File: src/include/sbcl_defines.vh
// timing counts and encodings for the bank command legality block
`ifndef SBCL_DEFINES_VH
`define SBCL_DEFINES_VH
// bank states
`define SBCL_ST_IDLE      4'h0
`define SBCL_ST_ACTIVATE  4'h1
`define SBCL_ST_ACTIVE    4'h2
`define SBCL_ST_WRREC     4'h3
`define SBCL_ST_WRREC_AP  4'h4
`define SBCL_ST_PRECHARGE 4'h5
`define SBCL_ST_REFRESH   4'h6
`define SBCL_ST_MODEREG   4'h7
// decoded commands
`define SBCL_CMD_DESELECT 3'h0
`define SBCL_CMD_NOP      3'h1
`define SBCL_CMD_READ     3'h2
`define SBCL_CMD_WRITE    3'h3
`define SBCL_CMD_ACT      3'h4
`define SBCL_CMD_PRE      3'h5
`define SBCL_CMD_REF      3'h6
`define SBCL_CMD_MRS      3'h7
// times in ns except tMRD in cycles, cycle period in ns
`define SBCL_CLK_PERIOD_NS 50
`define SBCL_TWR_NS        15
`define SBCL_TRP_NS        15
`define SBCL_TRCD_NS       15
`define SBCL_TRC_NS        60
`define SBCL_TMRD_CYC      2
// least times round up to whole cycles
`define SBCL_CYC(ns) (((ns) + `SBCL_CLK_PERIOD_NS - 1) / `SBCL_CLK_PERIOD_NS)
`define SBCL_TWR_CYC  `SBCL_CYC(`SBCL_TWR_NS)
`define SBCL_TRP_CYC  `SBCL_CYC(`SBCL_TRP_NS)
`define SBCL_TRCD_CYC `SBCL_CYC(`SBCL_TRCD_NS)
`define SBCL_TRC_CYC  `SBCL_CYC(`SBCL_TRC_NS)
`endif

File: src/sbcl_bank.v
// one bank state machine with its interval timer
`timescale 1ns/10ps
`include "sbcl_defines.vh"
module sbcl_bank #(
    parameter TW = 8
) (
    input  wire          clk_in,
    input  wire          reset_n_in,
    input  wire          ce_in,
    input  wire          sel_in,
    input  wire          all_in,
    input  wire [2:0]    cmd_in,
    input  wire          ap_in,
    input  wire [TW-1:0] twr_in,
    input  wire [TW-1:0] trp_in,
    input  wire [TW-1:0] trcd_in,
    input  wire [TW-1:0] trc_in,
    input  wire [TW-1:0] tmrd_in,
    output reg  [3:0]    state_q,
    output reg           illegal_out
);
    reg [TW-1:0] tmr_q;
    reg [TW-1:0] tmr_d;
    reg [3:0]    state_d;
    wire         hit = sel_in | all_in;
    wire         idle_cmd = (cmd_in == `SBCL_CMD_DESELECT) | (cmd_in == `SBCL_CMD_NOP);
    wire         done = (tmr_q <= {{(TW-1){1'b0}}, 1'b1});
    always @* begin
        state_d = state_q;
        tmr_d = done ? tmr_q : tmr_q - {{(TW-1){1'b0}}, 1'b1};
        illegal_out = 1'b0;
        case (state_q)
            `SBCL_ST_IDLE: begin
                if (all_in && cmd_in == `SBCL_CMD_REF) begin
                    state_d = `SBCL_ST_REFRESH;
                    tmr_d = trc_in;
                end else if (all_in && cmd_in == `SBCL_CMD_MRS) begin
                    state_d = `SBCL_ST_MODEREG;
                    tmr_d = tmrd_in;
                end else if (sel_in && cmd_in == `SBCL_CMD_ACT) begin
                    state_d = `SBCL_ST_ACTIVATE;
                    tmr_d = trcd_in;
                end else if (hit && (cmd_in == `SBCL_CMD_READ || cmd_in == `SBCL_CMD_WRITE)) begin
                    illegal_out = 1'b1;
                end
            end
            `SBCL_ST_ACTIVATE: begin
                // a refused command must not stretch the interval
                if (hit && !idle_cmd)
                    illegal_out = 1'b1;
                if (done)
                    state_d = `SBCL_ST_ACTIVE;
            end
            `SBCL_ST_ACTIVE: begin
                if (sel_in && cmd_in == `SBCL_CMD_WRITE) begin
                    state_d = ap_in ? `SBCL_ST_WRREC_AP : `SBCL_ST_WRREC;
                    tmr_d = twr_in;
                end else if (sel_in && cmd_in == `SBCL_CMD_READ && ap_in) begin
                    state_d = `SBCL_ST_PRECHARGE;
                    tmr_d = trp_in;
                end else if (hit && cmd_in == `SBCL_CMD_PRE) begin
                    state_d = `SBCL_ST_PRECHARGE;
                    tmr_d = trp_in;
                end else if (hit && (cmd_in == `SBCL_CMD_ACT || cmd_in[2:1] == 2'b11)) begin
                    illegal_out = 1'b1;
                end
            end
            `SBCL_ST_WRREC: begin
                if (sel_in && cmd_in == `SBCL_CMD_WRITE) begin
                    state_d = ap_in ? `SBCL_ST_WRREC_AP : `SBCL_ST_WRREC;
                    tmr_d = twr_in;
                end else begin
                    if (hit && !idle_cmd)
                        illegal_out = 1'b1;
                    if (done)
                        state_d = `SBCL_ST_ACTIVE;
                end
            end
            `SBCL_ST_WRREC_AP: begin
                if (hit && !idle_cmd)
                    illegal_out = 1'b1;
                if (done) begin
                    state_d = `SBCL_ST_PRECHARGE;
                    tmr_d = trp_in;
                end
            end
            `SBCL_ST_PRECHARGE: begin
                if (hit && !idle_cmd && cmd_in != `SBCL_CMD_PRE)
                    illegal_out = 1'b1;
                if (done)
                    state_d = `SBCL_ST_IDLE;
            end
            `SBCL_ST_REFRESH: begin
                if (hit && !idle_cmd)
                    illegal_out = 1'b1;
                if (done)
                    state_d = `SBCL_ST_IDLE;
            end
            `SBCL_ST_MODEREG: begin
                if (hit && !idle_cmd)
                    illegal_out = 1'b1;
                if (done)
                    state_d = `SBCL_ST_IDLE;
            end
            default: begin
                state_d = `SBCL_ST_IDLE;
            end
        endcase
        // illegal commands leave state and timer running as before
    end
    always @(posedge clk_in or negedge reset_n_in) begin
        if (!reset_n_in) begin
            state_q <= `SBCL_ST_IDLE;
            tmr_q <= {TW{1'b0}};
        end else if (ce_in) begin
            state_q <= state_d;
            tmr_q <= tmr_d;
        end
    end
endmodule

File: src/sbcl_top.v
// command decoder and per-bank legality tracking
`timescale 1ns/10ps
`include "sbcl_defines.vh"
// Summary of operation
// - write recovery returns to active after tWR
// - auto-precharge recovery goes precharging after tWR
// - refresh returns idle after tRC
// - mode register access idle after tMRD
// - decode cs ras cas we at edge
// - precharge becomes idle after tRP
// - activating reaches row active after tRCD
module sbcl_top #(
    parameter NB   = 4,
    parameter BW   = 2,
    parameter TW   = 8,
    parameter AP_BIT = 10
) (
    input  wire           CLK_IN,
    input  wire           RESET_N_IN,
    input  wire           CE_IN,
    input  wire           CS_N_IN,
    input  wire           RAS_N_IN,
    input  wire           CAS_N_IN,
    input  wire           WE_N_IN,
    input  wire [BW-1:0]  BA_IN,
    input  wire [13:0]    ADDR_IN,
    output reg  [2:0]     CMD_OUT,
    output reg            ILLEGAL_OUT,
    output reg  [NB-1:0]  BANK_IDLE_OUT,
    output reg  [NB*4-1:0] BANK_STATE_OUT
);
    localparam [TW-1:0] TWR  = `SBCL_TWR_CYC;
    localparam [TW-1:0] TRP  = `SBCL_TRP_CYC;
    localparam [TW-1:0] TRCD = `SBCL_TRCD_CYC;
    localparam [TW-1:0] TRC  = `SBCL_TRC_CYC;
    localparam [TW-1:0] TMRD = `SBCL_TMRD_CYC;

    // high chip select is deselect whatever the other lines show
    function [2:0] decode;
        input cs_n;
        input ras_n;
        input cas_n;
        input we_n;
        begin
            decode = `SBCL_CMD_DESELECT;
            if (!cs_n) begin
                case ({ras_n, cas_n, we_n})
                    3'b111: decode = `SBCL_CMD_NOP;
                    3'b101: decode = `SBCL_CMD_READ;
                    3'b100: decode = `SBCL_CMD_WRITE;
                    3'b011: decode = `SBCL_CMD_ACT;
                    3'b010: decode = `SBCL_CMD_PRE;
                    3'b001: decode = `SBCL_CMD_REF;
                    3'b000: decode = `SBCL_CMD_MRS;
                    default: decode = `SBCL_CMD_NOP;
                endcase
            end
        end
    endfunction

    wire [2:0]    cmd = decode(CS_N_IN, RAS_N_IN, CAS_N_IN, WE_N_IN);
    wire          ap  = ADDR_IN[AP_BIT];
    wire          glob = (cmd == `SBCL_CMD_REF) | (cmd == `SBCL_CMD_MRS) |
                         ((cmd == `SBCL_CMD_PRE) & ap);
    wire [NB-1:0] bill;
    wire          all_req_bad;
    // a refused all-bank command must not move the idle banks either
    wire [2:0]    bank_cmd = all_req_bad ? `SBCL_CMD_NOP : cmd;
    wire [NB*4-1:0] bst;
    genvar i;
    generate
        for (i = 0; i < NB; i = i + 1) begin : g_bank
            localparam [BW-1:0] BANK_ID = i;
            // each bank judges only commands aimed at it
            sbcl_bank #(.TW(TW)) u_bank (
                .clk_in      (CLK_IN),
                .reset_n_in  (RESET_N_IN),
                .ce_in       (CE_IN),
                .sel_in      (BA_IN == BANK_ID),
                .all_in      (glob),
                .cmd_in      (bank_cmd),
                .ap_in       (ap),
                .twr_in      (TWR),
                .trp_in      (TRP),
                .trcd_in     (TRCD),
                .trc_in      (TRC),
                .tmrd_in     (TMRD),
                .state_q     (bst[i*4 +: 4]),
                .illegal_out (bill[i])
            );
        end
    endgenerate

    integer k;
    reg [NB-1:0] idle_v;
    always @* begin
        for (k = 0; k < NB; k = k + 1)
            idle_v[k] = (bst[k*4 +: 4] == `SBCL_ST_IDLE);
    end
    // refresh or mode set with any bank busy is flagged
    assign all_req_bad = ((cmd == `SBCL_CMD_REF) | (cmd == `SBCL_CMD_MRS)) & ~(&idle_v);

    always @(posedge CLK_IN or negedge RESET_N_IN) begin
        if (!RESET_N_IN) begin
            CMD_OUT <= `SBCL_CMD_DESELECT;
            ILLEGAL_OUT <= 1'b0;
            BANK_IDLE_OUT <= {NB{1'b1}};
            BANK_STATE_OUT <= {(NB*4){1'b0}};
        end else if (CE_IN) begin
            CMD_OUT <= cmd;
            ILLEGAL_OUT <= (|bill) | all_req_bad;
            BANK_IDLE_OUT <= idle_v;
            BANK_STATE_OUT <= bst;
        end
    end
endmodule

File: config.mk
export PLATFORM = sky130hd
export DESIGN_NAME = sbcl_top
export DESIGN_NICKNAME = d
export VERILOG_FILES = /design/src/sbcl_bank.v /design/src/sbcl_top.v
export VERILOG_INCLUDE_DIRS = /design/src /design/src/include
export SDC_FILE = /design/constraint.sdc
export NUM_CORES = 1
export LEC_CHECK = 0
export BUFFER_PORTS_ARGS = -buffer_cell sky130_fd_sc_hd__buf_2
export CELL_PAD_IN_SITES_DETAIL_PLACEMENT = 1
export CELL_PAD_IN_SITES_GLOBAL_PLACEMENT = 1
export CORE_ASPECT_RATIO = 0.7
export CORE_MARGIN = 4
export CORE_UTILIZATION = 46
export DETAILED_ROUTE_END_ITERATION = 10
export PLACE_DENSITY_LB_ADDON = 0.1
export SKIP_CTS_REPAIR_TIMING = 1
export SYNTH_ARGS = -nofsm -noshare
export SYNTH_HDL_FRONTEND = slang
export SYNTH_SLANG_ARGS = --single-unit
File: constraint.sdc
create_clock -name CLK_IN -period 3.5 [get_ports CLK_IN]
set_input_delay 0 -clock CLK_IN [delete_from_list [all_inputs] [get_ports CLK_IN]]
set_output_delay 0 -clock CLK_IN [all_outputs]
set_load 0.02 [all_outputs]
Word-level counts from Yosys, hierarchy flattened
Cells that the tools add are included.

Reductions and logical operators: 62. Order comparisons: 4. Mux-type cells: 136. Bitwise gates (word level): 11. Equal/unequal tests: 64. $add $sub $neg: 4.

Operators by type and width (number): $mux W8 (36); $mux W4 (40); $pmux W8 S4 (4); $pmux W4 S6 (4); $eq A4 B3 Y1 const B (16); $mux W1 (44); $logic_and A1 B1 Y1 (38); $eq A4 B2 Y1 const B (8); $le A8 B1 Y1 const B (4); $ne A4 B1 Y1 const B (8); $sub A8 B1 Y8 const B (4); $eq A3 B3 Y1 const B (9); $pmux W1 S5 (4); $reduce_and A5 Y1 (4); $reduce_or A4 Y1 (5); $pmux W3 S6 (1); $eq A4 B1 Y1 const B (4); $logic_not A4 Y1 (4); $ne A2 B1 Y1 const B (8); $eq A3 B2 Y1 const B (4); $reduce_or A3 Y1 (4); $mux W3 (3); $or A1 B1 Y1 (8); $eq A2 B2 Y1 const B (3); 10 further kinds (14).

Bits of input ports: 23. Logic and storage cells: 293. Output and inout port bits: 24. Register bits after elaboration: 72.

Longest topological paths before layout
Depth in word-level cells: 17. Mapped depth: 11. Depth with buffers taken out: 11.

Hierarchy
Synthesis repeated with hierarchy kept, for this count alone.

Cells, all modules: 1091. Area total of the unflattened synthesis: 8270.4 µm².

Modules (own cells, without submodules): sbcl_bank at g_bank[2].u_bank ... (sequential area each 300.3 µm², area each 1726.7 µm², cells each 250, instances 2); sbcl_bank at g_bank[1].u_bank (sequential area each 300.3 µm², area each 1988.2 µm², cells each 261, instances 1); sbcl_bank at g_bank[0].u_bank (sequential area each 300.3 µm², area each 1751.7 µm², cells each 257, instances 1); sbcl_top (sequential area each 605.6 µm², area each 1077.3 µm², cells each 73, instances 1).

Worst setup path after synthesis
No wires, ideal clock.

Path type: reg-to-reg. From: register g_bank[2].u_bank.tmr_q[5]. To: register g_bank[2].u_bank.tmr_q[0]. Setup time: 0.140 ns. Period minus slack after synthesis: 2.437 ns. Buffers on the path: 0. Cell stages (with the launch flop): 9. Data arrival time: 2.297 ns. Data required time: 3.360 ns. Slack: 1.063 ns. Path through: dfrtp_1 > or4_4 > nor4_4 > inv_1 > ha_1 > a32oi_1 > nor2_1 > a221oi_1 > a31oi_1.

Longest elaborated chain between the ends: 6. Elaborated cells on any way between the ends: 11. Classes of those cells: 1 x order compare; 10 x mux.

Ends and longest elaborated chain: start, declared (RTL line sbcl_bank.v:22) `reg [TW-1:0] tmr_q;`; start signal, assigned (RTL line sbcl_bank.v:114) `tmr_q <= {TW{1'b0}};`; start signal, assigned (RTL line sbcl_bank.v:117) `tmr_q <= tmr_d;`; $le A8 B1 Y1 (*) (RTL line sbcl_bank.v:27) `wire done = (tmr_q <= {{(TW-1){1'b0}}, 1'b1});`; $mux W8 (RTL line sbcl_bank.v:30) `tmr_d = done ? tmr_q : tmr_q - {{(TW-1){1'b0}}, 1'b1};`; $mux W8 (on tied branches) (RTL line sbcl_bank.v:61, sbcl_bank.v:40); $mux W8 (on tied branches) (RTL line sbcl_bank.v:58, sbcl_bank.v:37); $mux W8 (on tied branches) (RTL line sbcl_bank.v:55, sbcl_bank.v:34); $pmux W8 S4 (*) (RTL line sbcl_bank.v:32) `case (state_q)`.

Mark *: on every way between the ends. The rest lies on a longest branch, timed or not. A chain may end at the register's enable or synchronous reset.

Worst setup path in the final report
From: register g_bank[0].u_bank.state_q[1]. To: register g_bank[0].u_bank.tmr_q[7].

Longest elaborated chain between the ends: 11. Elaborated cells on any way between the ends: 29. Classes of those cells: 9 x eq/ne; 9 x mux; 2 x bitwise; 9 x reduce/logical.

Ends and longest elaborated chain: start, declared (RTL line sbcl_bank.v:19) `output reg [3:0] state_q,`; start signal, assigned (RTL line sbcl_bank.v:113) `` state_q <= `SBCL_ST_IDLE; ``; start signal, assigned (RTL line sbcl_bank.v:116) `state_q <= state_d;`; $logic_not A4 Y1 (RTL line sbcl_bank.v:32); $reduce_and A4 Y1 (RTL line sbcl_top.v:101) `` assign all_req_bad = ((cmd == `SBCL_CMD_REF) | (cmd == `SBCL_CMD_MRS)) & ~(&idle_v); ``; $not A1 Y1 (RTL line sbcl_top.v:101); $and A1 B1 Y1 (RTL line sbcl_top.v:101); $mux W3 (RTL line sbcl_top.v:68) `` wire [2:0] bank_cmd = all_req_bad ? `SBCL_CMD_NOP : cmd; ``; $eq A3 B3 Y1 (no source line) / $eq A3 B2 Y1 (equally long branches); $logic_and A1 B1 Y1 (no source line); $mux W8 (tied with other cells) (RTL line sbcl_bank.v:61) `` end else if (hit && cmd_in == `SBCL_CMD_PRE) begin ``; $mux W8 (on tied branches) (RTL line sbcl_bank.v:58, sbcl_bank.v:37); $mux W8 (on tied branches) (RTL line sbcl_bank.v:55, sbcl_bank.v:34); $pmux W8 S4 (*) (RTL line sbcl_bank.v:32); end signal, assigned (RTL line sbcl_bank.v:114); end signal, assigned (RTL line sbcl_bank.v:117); end, declared (RTL line sbcl_bank.v:22).

Marked as above.

==> run metrics <==
hold slack final 0.2308 ns; MaxCap Viol Count 0; diode count 0; pin count of the biggest net entering global routing 73; Post-Synthesis Cells 580; Arr. time, crit path 3.28 ns; drt pass-1 iters 5; DIE AREA 0.01292 mm2; Die X-Extent 134.2 um; gr usage total 25.42%; post-route DRC violation count 0; CTS tree done; fill count 1,274; final instance area 0.005707 mm2; first-pass GRT wire length 26,250 um; GRT Residual Overflow 0; DR WL/cell 21.10 um; via count 4,872; Final Wtd Congestion 0.9178; # IOs 47; LEAKAGE 0.002356 uW; EDFF count, synth 0; Slew HR 20.11%; Initial Util 48.41%; Final ANT Viol Nets 0; Routed WL 15,760 um; total number of yosys warnings 0; CTS buffer count 9; Max Slew Vio Count 0; Vias per Instance 6.522; initial antenna violation count 0; total number of H-tree levels 3; Power Density 885.3 mW/mm2; vias in the first global route 4,907; final setup vio count 0; clk slew on worst S/H paths 0.06 ns; Setup TNS 0 ns; placed insts 730; Setup Skew 0.006280 ns; crit start category flop; Worst path max stage delay 0.97 ns; Fmax 0.3312 GHz; Core ar. 0.01059 mm2; RSZ-0062 raised after global routing false; ys async rst share 100.0%; Final min period 3.019 ns; Final HPWL DP 10,990 um; worst hold path type primary input to flop; Max VDD drop 419.8 uV; Mapped Area 0.005126 mm2; Initial DRC Count 312; Post-Layout Cell Count 747; Synth cell types 81; FP Rows 31; nets@finish 629; Pwr Total 5052 uW; Hold Vio Cnt, Final 0; clk_lat worst skew 0.34 ns; kind of critical path flop to flop; Seq/Total Area, Yosys 35.25%; placed inst area 0.005374 mm2; syn_nets 615; Die Y 96.32 um; Max Buffers Root-to-Sink 2; fraction of layout cells with a size suffix above 1 19.53%; commonest non-fill, non-tap cell in the layout dfrtp_1; CP cell instances or4_1 > a41oi_1 > a32oi_1 > a211oi_1 > o21ai_0 > a31oi_1; Synth Flop Type dfrtp_1; worst-margin pin slew 1.191 ns; status complete, no violations; clk sinks 72; Max Fanout on Critical Path 12; P&R area growth vs syn 11.33%; CP max stage cell a211oi_1; root cell of the clock tree clkbuf_16; Required @ worst endpoint 3.76 ns; syn_area_per_cell 8.838 um2; flops & latches, synth 72; PortBufs 33; CP endpoint kind flop; Tcrit/Tclk final 86.26%; commonest non-fill, non-tap cells in the layout 68 x dfrtp_1, 44 x nor2_1, 35 x nand2_1
Yosys cell counts (6+ instances only):
cell	n	area share, %
ha_1	12	2.9
nand4_1	9	1.1
inv_1	32	2.3
nand2_1	35	2.6
o22ai_1	10	1.2
a21oi_1	33	3.2
o31ai_1	7	1.0
buf_2	6	0.59
clkbuf_1	30	2.2
or3_1	10	1.2
a211oi_1	10	1.5
nor2b_1	10	1.2
o21ai_0	33	3.2
nand3_1	15	1.5
dfrtp_1	68	33
nor2_1	44	3.2
o221ai_1	7	1.2
nor3_1	12	1.2
nand2b_1	11	1.3
mux2_2	23	5.1
o211ai_1	11	1.6
a31oi_1	29	3.5
worst paths after layout:
| kind | to | slack [ns] | cells after the start | start |
|---|---|---|---|---|
| worst max-delay path | g_bank[0].u_bank.tmr_q[7]$_DFFE_PN0P_ | 0.48 | 6 | g_bank[0].u_bank.state_q[1]$_DFFE_PN0P_ |
| worst min-delay path | g_bank[0].u_bank.tmr_q[7]$_DFFE_PN0P_ | 0.23 | 2 | CE_IN |
| worst max register to register | g_bank[0].u_bank.tmr_q[7]$_DFFE_PN0P_ | 0.48 | 6 | g_bank[0].u_bank.state_q[1]$_DFFE_PN0P_ |
| worst min register to register | CMD_OUT[0]$_DFFE_PN0P_ | 0.49 | 1 | CMD_OUT[0]$_DFFE_PN0P_ |
| max in group asynchronous | CMD_OUT[0]$_DFFE_PN0P_ | 2.52 | 2 | RESET_N_IN |
| min in group asynchronous | g_bank[1].u_bank.tmr_q[6]$_DFFE_PN0P_ | 0.31 | 2 | RESET_N_IN |
logic make-up (layout without fill, tap and decap cells):
family / count (synthesis) / count (layout) / synth area share, %
mux: 27 / 27 / 5.834
fa+ha+maj: 12 / 12 / 2.929
xor+xnor: 1 / 1 / 0.1709
compound gates: 197 / 197 / 26.90
buf+inv: 76 / 95 / 6.224
simple gates: 195 / 195 / 22.70
flops: 72 / 72 / 35.25
routing by layer:
metal  share of wire [%]  track usage (%)  vias up
met1                  47            35.30     2434
met4                 1.5            6.017        0
met2                  46            40.97      172
met5                   0                0        -
li1                    -                -     2237
met3                 6.3            5.381       29
registers in the layout, indices dropped and copies added, names as in the netlist:
register and count:
BANK_IDLE_OUT 4, BANK_STATE_OUT 16, CMD_OUT 3, ILLEGAL_OUT 1, g_bank.u_bank.state_q 16, g_bank.u_bank.tmr_q 32
worst max-delay path: cells and delay by family (launching register included):
family / cells / cell delay, ns
AO/OA/AOI/OAI: 5 / 1.83
flip-flops: 1 / 0.51
AND/OR/NAND/NOR: 1 / 0.60
stage by stage:
| stage | util [%] | setup WS, ns |
|---|---|---|
| detailed placement | 50.75 | 0.5507 |
| global route | 53.89 | 0.3154 |
| finish | 53.89 | 0.4809 |
| floorplan | - | 1.063 |
| global placement | 50.75 | 0.6229 |
| CTS | 53.80 | 0.5354 |
where the power goes:
| group | switching, uW | internal, uW | leakage [uW] |
|---|---|---|---|
| logic | 1470 | 1030 | 0.00130 |
| registers | 399 | 1160 | 0.000899 |
| clock network | 358 | 642 | 0.000152 |
cell type report:
type / count / area (um2) / share of cell area [%]
inverter: 33 / 123.9 / 2.171
tap: 148 / 185.2 / 3.245
multi-input combinational: 432 / 3000 / 52.58
clock buffer: 11 / 242.7 / 4.253
sequential: 72 / 1807 / 31.66
timing repair buffer: 46 / 267.8 / 4.692
clock inverter: 5 / 80.08 / 1.403
Power figures use the tool's default switching activity.
